### src/core/acs_defines.svh
// Offsets, field positions, reset values and counts for the channel sequencer.
// Assumes inclusion by bare name from the top module and the test bench.
`ifndef ACS_DEFINES_SVH
`define ACS_DEFINES_SVH

// ****************************************
// APB register offsets
// ****************************************
`define ACS_OFF_CTRL 12'h000
`define ACS_OFF_MASK 12'h004
`define ACS_OFF_STATUS 12'h008
`define ACS_OFF_CONFIG 12'h00C
`define ACS_OFF_RESULT 12'h010

// ****************************************
// Field positions
// ****************************************
`define ACS_CFG_ENABLE_BIT 0
`define ACS_ST_MODE_LSB 0
`define ACS_ST_CHAN_LSB 4
`define ACS_ST_POS_LSB 8
`define ACS_ST_BUSY_BIT 12

// ****************************************
// Reset values and encodings
// ****************************************
`define ACS_CTRL_RESET 12'h000
`define ACS_MASK_RESET 16'h0000
`define ACS_CONFIG_RESET 1'b1
`define ACS_CODING_STRAIGHT 1'b1
`define ACS_RANGE_SINGLE 1'b1

// ****************************************
// Transfer counts and result codes
// ****************************************
`define ACS_CTRL_BITS 12
`define ACS_WORD_BITS 16
`define ACS_FULL_SCALE 12'hFFF
`define ACS_MID_SCALE 12'h800

`endif

### src/core/acs_pkg.sv
// Types shared by the channel sequencer.
// Assumes acs_defines.svh is on the include path.
package acs_pkg;

    // ****************************************
    // Sequencer modes
    // ****************************************
    typedef enum logic [1:0] {
        ACS_FIXED = 2'b00,
        ACS_MASK_PEND = 2'b01,
        ACS_MASK_RUN = 2'b10,
        ACS_CONSEC = 2'b11
    } acs_mode_t;

    // ****************************************
    // Control word, first serial bit at the top
    // ****************************************
    typedef struct packed {
        logic write_en;
        logic sequence_enable_bit;
        logic spare;
        logic chan_addr_bit2;
        logic chan_addr_bit1;
        logic chan_addr_bit0;
        logic [1:0] power_mode;
        logic mask_load_bit;
        logic weak_drive;
        logic range_sel;
        logic coding_sel;
    } acs_ctrl_t;

endpackage

### src/core/acs_top.sv
// Channel selection, sequencing and result formatting of an eight input converter.
// Assumes cs_n, sclk and din come from an outside host; APB and sample_level on pclk.
//
// Design decisions made here: the APB register port and the register offsets.
`timescale 1ns/1ps
`include "acs_defines.svh"

// Behaviour
// - Coding bit of control selects straight binary or twos complement results.
// - Range bit 1 spans zero to reference; 0 spans zero to twice reference.
// - Twos complement on doubled range puts reference input at zero code.
// - Result word: leading zero, three channel bits, then twelve result bits.
// - Ten bit result plus two zeros, or eight bit plus four zeros.
// - Three channel address bits of control pick one of eight channels.
// - After mask load, convert lowest selected channel, then next higher each transfer.
// - Sequence runs until a control write sets sequence bits other than 1,0.
// - After last selected channel, wrap to first masked channel and repeat.
// - Sequence bits 1,1 run channels zero up to the addressed channel.
// - Consecutive mode counts 0 upward to final channel, then restarts at 0.
// - With write bit set, first twelve serial bits load the control register.
// - Sixteen bit mask, first bit channel 0; first eight-channel sequence, then second.
// - Mask loads over sixteen falling edges after a 0,1 control write.
module acs_top
    import acs_pkg::*;
#(
    parameter int RES_BITS = 12
) (
    input wire logic pclk,
    input wire logic presetn,
    input wire logic psel,
    input wire logic penable,
    input wire logic pwrite,
    input wire logic [11:0] paddr,
    input wire logic [31:0] pwdata,
    output logic [31:0] prdata,
    output logic pready,
    output logic pslverr,
    input wire logic cs_n,
    input wire logic sclk,
    input wire logic din,
    output logic dout,
    output logic dout_oe,
    output logic [2:0] sample_chan,
    input wire logic [12:0] sample_level
);

    // ****************************************
    // Helper functions
    // ****************************************
    function automatic logic [3:0] first_set(input logic [15:0] mask, input logic [3:0] start);
        logic [3:0] pos;
        logic found;
        pos = start;
        found = 1'b0;
        first_set = start;
        for (int k = 0; k < 16; k++) begin
            if (!found && mask[4'd15 - pos]) begin
                first_set = pos;
                found = 1'b1;
            end
            pos = pos + 4'd1;
        end
    endfunction

    function automatic logic [15:0] format_word(input logic [2:0] chan,
                                                input logic [12:0] level,
                                                input logic range_sel,
                                                input logic coding_sel);
        logic [11:0] code;
        if (range_sel == `ACS_RANGE_SINGLE) begin
            code = level[12] ? `ACS_FULL_SCALE : level[11:0];
        end else begin
            code = level[12:1];
        end
        if (coding_sel != `ACS_CODING_STRAIGHT) begin
            code = code ^ `ACS_MID_SCALE;
        end
        for (int b = 0; b < 12 - RES_BITS; b++) begin
            code[b] = 1'b0;
        end
        format_word = {1'b0, chan, code};
    endfunction

    // ****************************************
    // Pin synchronisers and edge detect
    // ****************************************
    logic [2:0] cs_sync;
    logic [2:0] sclk_sync;
    logic [1:0] din_sync;
    logic cs_fall;
    logic cs_rise;
    logic sclk_fall;

    always_ff @(posedge pclk or negedge presetn) begin
        if (!presetn) begin
            cs_sync <= 3'h7;
            sclk_sync <= 3'h7;
            din_sync <= 2'h0;
        end else begin
            cs_sync <= {cs_sync[1:0], cs_n};
            sclk_sync <= {sclk_sync[1:0], sclk};
            din_sync <= {din_sync[0], din};
        end
    end

    assign cs_fall = cs_sync[2] && !cs_sync[1];
    assign cs_rise = !cs_sync[2] && cs_sync[1];
    assign sclk_fall = sclk_sync[2] && !sclk_sync[1];

    // ****************************************
    // State
    // ****************************************
    acs_ctrl_t ctrl;
    acs_mode_t mode;
    logic [15:0] mask;
    logic [15:0] mask_sr;
    logic [11:0] din_sr;
    logic [15:0] out_sr;
    logic [15:0] last_word;
    logic [4:0] fall_cnt;
    logic [3:0] pos;
    logic xfer;
    logic wrote;
    logic enable;
    logic [2:0] addr;
    logic [3:0] first_pos;
    logic [3:0] next_pos;
    logic [15:0] next_mask;

    assign addr = {ctrl.chan_addr_bit2, ctrl.chan_addr_bit1, ctrl.chan_addr_bit0};
    assign next_mask = {mask_sr[14:0], din_sync[1]};
    assign first_pos = first_set(mask_sr, 4'd0);
    assign next_pos = first_set(mask, pos + 4'd1);

    // ****************************************
    // Transfer framing and bit counting
    // ****************************************
    always_ff @(posedge pclk or negedge presetn) begin
        if (!presetn) begin
            xfer <= 1'b0;
            fall_cnt <= 5'h00;
        end else if (cs_fall && enable) begin
            xfer <= 1'b1;
            fall_cnt <= 5'h00;
        end else if (cs_rise) begin
            xfer <= 1'b0;
        end else if (xfer && sclk_fall && fall_cnt != 5'(`ACS_WORD_BITS)) begin
            fall_cnt <= fall_cnt + 5'h01;
        end
    end

    // ****************************************
    // Serial input: control and mask
    // ****************************************
    always_ff @(posedge pclk or negedge presetn) begin
        if (!presetn) begin
            din_sr <= 12'h000;
            mask_sr <= `ACS_MASK_RESET;
            ctrl <= acs_ctrl_t'(`ACS_CTRL_RESET);
            wrote <= 1'b0;
        end else if (cs_fall && enable) begin
            wrote <= 1'b0;
        end else if (xfer && sclk_fall && fall_cnt != 5'(`ACS_WORD_BITS)) begin
            if (mode == ACS_MASK_PEND) begin
                mask_sr <= next_mask;
            end else if (fall_cnt < 5'(`ACS_CTRL_BITS)) begin
                din_sr <= {din_sr[10:0], din_sync[1]};
                if (fall_cnt == 5'(`ACS_CTRL_BITS - 1) && din_sr[10]) begin
                    ctrl <= acs_ctrl_t'({din_sr[10:0], din_sync[1]});
                    wrote <= 1'b1;
                end
            end
        end
    end

    // ****************************************
    // Sequencer and channel selection
    // ****************************************
    always_ff @(posedge pclk or negedge presetn) begin
        if (!presetn) begin
            mode <= ACS_FIXED;
            mask <= `ACS_MASK_RESET;
            pos <= 4'h0;
            sample_chan <= 3'h0;
        end else if (cs_fall && enable) begin
            case (mode)
                ACS_MASK_RUN: begin
                    pos <= next_pos;
                    sample_chan <= next_pos[2:0];
                end
                ACS_CONSEC: begin
                    sample_chan <= (sample_chan == addr) ? 3'h0 : sample_chan + 3'h1;
                end
                default: begin
                end
            endcase
        end else if (cs_rise && xfer) begin
            if (mode == ACS_MASK_PEND) begin
                if (fall_cnt == 5'(`ACS_WORD_BITS) && mask_sr != 16'h0000) begin
                    mask <= mask_sr;
                    pos <= first_pos;
                    sample_chan <= first_pos[2:0];
                    mode <= ACS_MASK_RUN;
                end else begin
                    mode <= ACS_FIXED;
                    sample_chan <= addr;
                end
            end else if (wrote) begin
                case ({ctrl.sequence_enable_bit, ctrl.mask_load_bit})
                    2'b00: begin
                        mode <= ACS_FIXED;
                        sample_chan <= addr;
                    end
                    2'b01: begin
                        mode <= ACS_MASK_PEND;
                        sample_chan <= addr;
                    end
                    2'b11: begin
                        mode <= ACS_CONSEC;
                        sample_chan <= 3'h0;
                    end
                    default: begin
                        if (mode == ACS_FIXED) begin
                            sample_chan <= addr;
                        end
                    end
                endcase
            end
        end
    end

    // ****************************************
    // Serial output
    // ****************************************
    always_ff @(posedge pclk or negedge presetn) begin
        if (!presetn) begin
            out_sr <= 16'h0000;
            last_word <= 16'h0000;
            dout <= 1'b0;
            dout_oe <= 1'b0;
        end else if (cs_fall && enable) begin
            out_sr <= format_word(sample_chan, sample_level, ctrl.range_sel,
                                  ctrl.coding_sel);
            last_word <= format_word(sample_chan, sample_level, ctrl.range_sel,
                                     ctrl.coding_sel);
            dout <= 1'b0;
            dout_oe <= 1'b1;
        end else if (cs_rise) begin
            dout <= 1'b0;
            dout_oe <= 1'b0;
        end else if (xfer && sclk_fall) begin
            out_sr <= {out_sr[14:0], 1'b0};
            dout <= out_sr[14];
        end
    end

    // ****************************************
    // APB slave
    // ****************************************
    logic setup;
    logic access;
    logic mapped;
    logic [31:0] rd_mux;

    assign setup = psel && !penable;
    assign access = psel && penable && pready;

    always_comb begin
        mapped = 1'b1;
        rd_mux = 32'h0000_0000;
        case (paddr)
            `ACS_OFF_CTRL: rd_mux = {20'h00000, ctrl};
            `ACS_OFF_MASK: rd_mux = {16'h0000, mask};
            `ACS_OFF_STATUS: begin
                rd_mux[`ACS_ST_MODE_LSB +: 2] = mode;
                rd_mux[`ACS_ST_CHAN_LSB +: 3] = sample_chan;
                rd_mux[`ACS_ST_POS_LSB +: 4] = pos;
                rd_mux[`ACS_ST_BUSY_BIT] = xfer;
            end
            `ACS_OFF_CONFIG: rd_mux[`ACS_CFG_ENABLE_BIT] = enable;
            `ACS_OFF_RESULT: rd_mux = {16'h0000, last_word};
            default: mapped = 1'b0;
        endcase
    end

    always_ff @(posedge pclk or negedge presetn) begin
        if (!presetn) begin
            pready <= 1'b0;
            pslverr <= 1'b0;
            prdata <= 32'h0000_0000;
        end else if (setup) begin
            pready <= 1'b1;
            pslverr <= !mapped;
            prdata <= pwrite ? 32'h0000_0000 : rd_mux;
        end else begin
            pready <= 1'b0;
            pslverr <= 1'b0;
        end
    end

    always_ff @(posedge pclk or negedge presetn) begin
        if (!presetn) begin
            enable <= `ACS_CONFIG_RESET;
        end else if (access && pwrite && paddr == `ACS_OFF_CONFIG) begin
            enable <= pwdata[`ACS_CFG_ENABLE_BIT];
        end
    end

endmodule // acs_top

### config.mk
export PLATFORM = sky130hd
export DESIGN_NAME = acs_top
export DESIGN_NICKNAME = d
export VERILOG_FILES = /design/src/core/acs_pkg.sv /design/src/core/acs_top.sv
export VERILOG_INCLUDE_DIRS = /design/src /design/src/core
export SDC_FILE = /design/constraint.sdc
export NUM_CORES = 1
export LEC_CHECK = 0
export ABC_AREA = 1
export BUFFER_PORTS_ARGS = -buffer_cell sky130_fd_sc_hd__buf_2
export CAP_MARGIN = 20
export CORE_ASPECT_RATIO = 0.7
export CORE_UTILIZATION = 53
export CTS_CLUSTER_DIAMETER = 150
export DETAILED_ROUTE_END_ITERATION = 12
export GPL_ROUTABILITY_DRIVEN = 0
export PLACE_DENSITY = 0.74
export RECOVER_POWER = 50
export SETUP_SLACK_MARGIN = 0.02
export SYNTH_ARGS = -nofsm -noshare
export SYNTH_HDL_FRONTEND = slang
export SYNTH_SLANG_ARGS = --single-unit
### constraint.sdc
create_clock -name pclk -period 4.35 [get_ports pclk]
set_clock_uncertainty 0.15 [all_clocks]
set_input_delay 0.435 -clock pclk [delete_from_list [all_inputs] [get_ports pclk]]
set_output_delay 0.435 -clock pclk [all_outputs]
set_load 0.05 [all_outputs]
* Word-level counts from Yosys, hierarchy flattened
Cells that the tools add are included.
** Cells by class
- Eq/ne operators :: 17
- Reductions and logical operators :: 108
- Divide/modulo/power cells :: 0
- $mul :: 0
- Shift operators :: 0
- Mux-type cells :: 141
- Add/subtract/negate cells :: 34
- $lt $le $gt $ge :: 17
- Bitwise logic cells :: 3
** Operators with widths (number)
- $mux W4 :: 29
- $lt A4 B5 Y1 const B :: 16
- $add A4 B1 Y4 const B :: 16
- $bmux W1 S4 :: 16
- $sub A4 B4 Y4 const A :: 16
- $mux W1 :: 60
- $mux W12 :: 4
- $mux W15 :: 3
- $logic_and A1 B1 Y1 :: 44
- $logic_not A1 Y1 :: 35
- $mux W32 :: 1
- $mux W3 :: 10
- $eq A12 B4 Y1 const B :: 2
- $reduce_and A4 Y1 :: 6
- $pmux W5 S4 :: 1
- $pmux W3 S2 :: 3
- $reduce_bool A2 Y1 :: 9
- $reduce_bool A16 Y1 :: 1
- $mux W5 :: 3
- $eq A12 B3 Y1 const B :: 1
- $eq A12 B5 Y1 const B :: 1
- $logic_not A12 Y1 :: 1
- $pmux W2 S3 :: 2
- $pmux W3 S4 :: 1
- other kinds (26) :: 39
** Word-level totals
- Output and inout bits :: 39
- Bits of input ports :: 65
- ROM bits :: 0
- Memories kept :: 0
- Bits in registers :: 145
- Bits in latches :: 0
- Bits in writable memories :: 0
- Word-level logic and storage cells :: 350

* Depth between registers and ports, before layout
- Depth after elaboration :: 52
- Gate-level depth with buffers :: 42
- Mapped depth without buffers :: 40

* Worst setup path before layout
Ideal clock, no wire load.
- Kind :: reg-to-reg
- Start :: register pos[0]
- End :: register sample_chan[1]
- Cell stages (with the launch flop) :: 35
- Arrival time :: 4044 ps
- Setup slack :: 35 ps
- Buffers on the path :: 3
- Cell sequence :: dfrtp_1 buf_4 inv_1 buf_2 ha_1 nand2_1 nand2_2 buf_2 nand2_1 o21ai_1 nand2_1 nand2_1 nand2_1 nand2_1 nor2_2 nand3_2 nor2_4 o211ai_1 nor2_1 nor2b_2 nand2_1 nor2_4 nand3_4 nor2_8 nand3_4 nor2_8 nand3_4 nor2_4 nand3_2 nand2_1 nand2_1 nand2_1 nand2_1 nand2_1 a21oi_2
** On the way
- Word-level cells in the longest chain between the ends :: 52
- Elaborated cells on any way between the ends :: 126
- Those cells by class :: add/sub: 32; mux: 64; reduce/logical: 30
** Ends and longest elaborated chain
- from (decl) :: RTL line acs_top.sv:121 : logic [3:0] pos;
- from (signal assigned) :: RTL line acs_top.sv:188 : pos <= next_pos;
- from (signal assigned) :: RTL line acs_top.sv:201 : pos <= first_pos;
- $add A4 B1 Y4 (*) :: RTL line acs_top.sv:133 : assign next_pos = first_set(mask, pos + 4'd1);
- branches (longest 48 deep; another with $add A4 B1 Y4)
- $mux W4 (*) :: RTL line acs_top.sv:57 : if (!found && mask[4'd15 - pos]) begin
- $pmux W3 S2 (*) :: RTL line acs_top.sv:186 : case (mode)
- $mux W3 (*) :: RTL line acs_top.sv:185 : end else if (cs_fall && enable) begin
- to (signal assigned) :: RTL line acs_top.sv:189 : sample_chan <= next_pos[2:0];
- to (signal assigned) :: RTL line acs_top.sv:192 : sample_chan <= (sample_chan == addr) ? 3'h0 : sample_chan + 3'h1;
- to (signal assigned) :: RTL line acs_top.sv:202 : sample_chan <= first_pos[2:0];
- to (decl) :: RTL line acs_top.sv:43 : output logic [2:0] sample_chan,
Mark *: on every way between the ends. The select of a mux whose other input is x is not followed.
A chain may end at the register's enable or synchronous reset.

* Final worst setup path
- Start :: register pos[1]
- End :: register sample_chan[0]
The elaborated chain is that of the path after synthesis.

==> summary.txt <==
Clock tree
  – CTS Buffer Depth: 2
  – H-Tree Level Count: 4
  – CTS Root Cell: clkbuf_16
  – Worst-Skew Late Latency: 0.42 ns
  – Reg clk slew, reported paths: 0.06 ns
  – TritonCTS Buffers: 17
  – Clk sinks: 129
  – CTS tree: yes

Synthesis
  – Post-Synthesis Cells: 1144
  – Syn_area_per_cell: 7.263 sq um
  – Flip-flop and latch count after synthesis: 129
  – Synth unique cells: 53
  – Post-synth ARST share: 1.000
  – Ys Warns: 0
  – Synth Cell Area: 8309 sq um
  – Predominant post-synthesis flop cell: dfrtp_1
  – Post-synth EDFFs: 0
  – Sequential-to-total area share from yosys stat: 0.3895

STA
  – Fin crit share: 1.072
  – RSZ-0062 raised after global routing: yes
  – Slew headroom: -0.2709
  – Slew Viols, Final: 108
  – Setup_tns: -1.965 ns
  – Final hold viol count: 0
  – Final hold slack: 0.04292 ns
  – Setup ws final: -0.3121 ns
  – Worst slew pin tran: 1.906 ns
  – Final setup viols: 7
  – Tmin final: 4.662 ns
  – Max Fclk: 214.5 MHz

Critical path
  – CP arrival: 4.82 ns
  – CP Depth: 31
  – Crit Path Max Fanout: 6
  – Slowest-stage cell, CP: dfrtp_2
  – Crit path largest cell delay: 0.45 ns
  – CP endpoint kind: flop
  – Startpoint types: flop
  – Largest delay share family, worst path: simple AND/OR/NAND/NOR gates
  – Most common cell on crit path: nand2_4
  – Critical Path RT: 4.51 ns
  – Worst r2r path cells: 31
  – Buf/Inv on CP: 3
  – Worst Path Class, Setup: reg2reg

Floorplanning
  – Core region area: 15000 sq um
  – Die Y-Extent: 106.8 um
  – Die area: 16190 sq um
  – Top-Level Pins: 104
  – Num rows: 37
  – Die X-Extent: 151.7 um
  – Initial Utilization: 0.5540

Place
  – DP HPWL: 19.21 mm
  – Instance area after placement: 9507 sq um
  – PortBufs: 56

Worst hold path
  – Worst hold stages: 2
  – Hold WC Path Type: in2reg

Routing
  – DRT iter0 DRCs: 1549
  – Post-DR vias/cell: 6.130
  – Final WL: 29.63 mm
  – First-pass detailed-route iteration total: 8
  – # DRC: 0
  – Vias post-DR: 9397
  – Routed Antenna Nets: 0
  – Drt wl/cell: 19.33 um

Global route
  – Initial antenna violation count: 1
  – Total gr overflow: 0
  – Total GRT Usage: 0.3413
  – First-pass GRT wire length: 41.64 mm
  – Vias in the first global route: 7944
  – Largest net degree at the start of global routing: 72

Pwr
  – Pleak: 5.388 nW
  – VDD IR max: 0.2437 mV
  – Total Power: 3.059 mW
  – Power per standard cell area: 272.7 nW/um^2

Final layout
  – Area Growth Syn to Fin: 34.99%
  – Layout Nets: 1397
  – Ratio of cells with drive above 1 in the final layout: 0.3012
  – Design Area, Final: 11220 sq um
  – Antenna Cells: 0

Status
  – Violated checks: capacitance limit, slew limit, setup timing
  – Status: finished, violations left

Run
  – Number of max-cap violations: 2
cells in the final DEF, fill, tap and decap left out, types with 13 or more instances in the layout:
cell | synthesis | routed
o21ai_1 | 18 | 21
a31oi_1 | 20 | 20
nand3_2 | 21 | 22
o21ai_0 | 125 | 112
inv_1 | 125 | 118
nor2_1 | 60 | 59
nand2_2 | 16 | 28
buf_4 | 18 | 127
a21oi_1 | 23 | 21
buf_2 | 5 | 55
conb_1 | 1 | 16
dfrtp_1 | 122 | 120
nand4_1 | 18 | 18
nand2_1 | 309 | 278
nand3_4 | 3 | 45
nand3_1 | 105 | 62
o221ai_1 | 13 | 13
nand2_4 | 4 | 19
clkbuf_16 | 0 | 17
logic make-up after synthesis:
kind of cell               count (synthesis)  synth area share
and+or+nand+nor                          570            0.3240
DFF                                      129            0.3896
adders and majority gates                  7           0.01054
muxes                                      1          0.001355
xor gates and xnor gates                   6          0.006326
buffers and inverters                    185           0.09426
other                                      1         0.0004513
AOI/OAI and AO/OA                        245            0.1735
power breakdown:
| part | total, mW | switching, mW | internal (mW) |
|---|---|---|---|
| Clock | 1.50 | 0.554 | 0.948 |
| Sequential | 1.32 | 0.0426 | 1.28 |
| Combinational | 0.235 | 0.168 | 0.0671 |
cells in the mapped netlist, types with 2 or more instances:
cell	number	area, sq um
nor2_4	6	67.56
xnor2_1	3	26.28
o211ai_1	8	60.06
buf_2	5	25.02
nor2_1	60	225.2
dfrtp_1	122	3053
nor3_1	10	50.05
buf_6	2	22.52
nor2_8	2	40.04
clkbuf_1	25	93.84
nand2_4	4	45.04
inv_1	125	469.2
a32o_1	4	40.04
nand3_4	3	52.55
clkinv_1	2	7.510
inv_2	8	30.03
nand3_2	21	210.2
o22ai_1	11	68.82
dfstp_2	7	183.9
o221ai_1	13	113.9
a22o_1	4	35.03
nor2_2	3	18.77
nand4_1	18	112.6
o21ai_0	125	625.6
nand3_1	105	525.5
or2_2	4	25.02
nand2_2	16	100.1
o2111ai_1	5	43.79
a221oi_1	5	43.79
xor2_1	3	26.28
buf_4	18	135.1
ha_1	7	87.58
nand2_1	309	1160
nor4_1	4	25.02
o21ai_1	18	90.09
a31oi_1	20	125.1
a21oi_1	23	115.1
metal layers:
layer	GRT usage	part of all wire
met4	0.08133	0.032
met2	0.4604	0.42
met1	0.5218	0.40
met3	0.1085	0.15
met5	0	0
state kept, by name, indices dropped and copies added, names as in the netlist, 2 cells and up:
| signal | flops |
|---|---|
| mask_sr | 16 |
| din_sync | 2 |
| pos | 4 |
| cs_sync | 3 |
| addr | 3 |
| out_sr | 15 |
| last_word | 15 |
| din_sr | 11 |
| mask | 16 |
| prdata | 16 |
| mode | 2 |
| sample_chan | 3 |
| sclk_sync | 3 |
| ctrl | 9 |
| fall_cnt | 5 |
worst paths after layout:
kind,start,to,slack [ns]
setup / recovery,pos[1]$_DFFE_PN0P_,sample_chan[0]$_DFFE_PN0P_,-0.31
hold / removal,penable,pready$_DFF_PN0_,0.04
setup reg to reg,pos[1]$_DFFE_PN0P_,sample_chan[0]$_DFFE_PN0P_,-0.31
hold reg to reg,din_sync[0]$_DFF_PN0_,din_sync[1]$_DFF_PN0_,0.20
max in group asynchronous,presetn,mask[2]$_DFFE_PN0P_,1.22
min in group asynchronous,presetn,out_sr[2]$_DFFE_PN0P_,0.29
metrics by stage:
step / cells / worst slack [ns] / utilization
6_report: 1533 / -0.3121 / 0.7478
5_1_grt: 1533 / -0.4765 / 0.7478
4_1_cts: 1516 / 0.02241 / 0.6993
3_5_place_dp: 1475 / -0.2331 / 0.6338
3_3_place_gp: 1475 / -0.09772 / 0.6338
2_1_floorplan: 1159 / 0.03505 / -
worst register-to-register path, delay by kind of cell, from the launching register on:
family                   cells  cell delay (ns)
adder cells (fa/ha/maj)      1             0.18
buffers and inverters        3             0.41
flip-flops                   1             0.45
AND/OR/NAND/NOR             27             3.37
final cells by class:
type / instances / area [sq um]
multi-input cells: 845 / 5206
fillers: 1017 / 3782
flip-flops and latches: 129 / 3239
repair buffers: 197 / 1389
inverters: 135 / 516.7
clock buffers: 20 / 466.7
well taps: 195 / 244.0
clock inverters: 12 / 155.1
repair_timing:
action                     CTS  global route
hold buffers                 3             0
buffers inserted             6            16
pin swaps                   20            68
setup endpoints to repair    7             7
hold endpoints to repair     3             0
resized for setup           58           137
No activity file was read; power rests on OpenSTA's default activity.
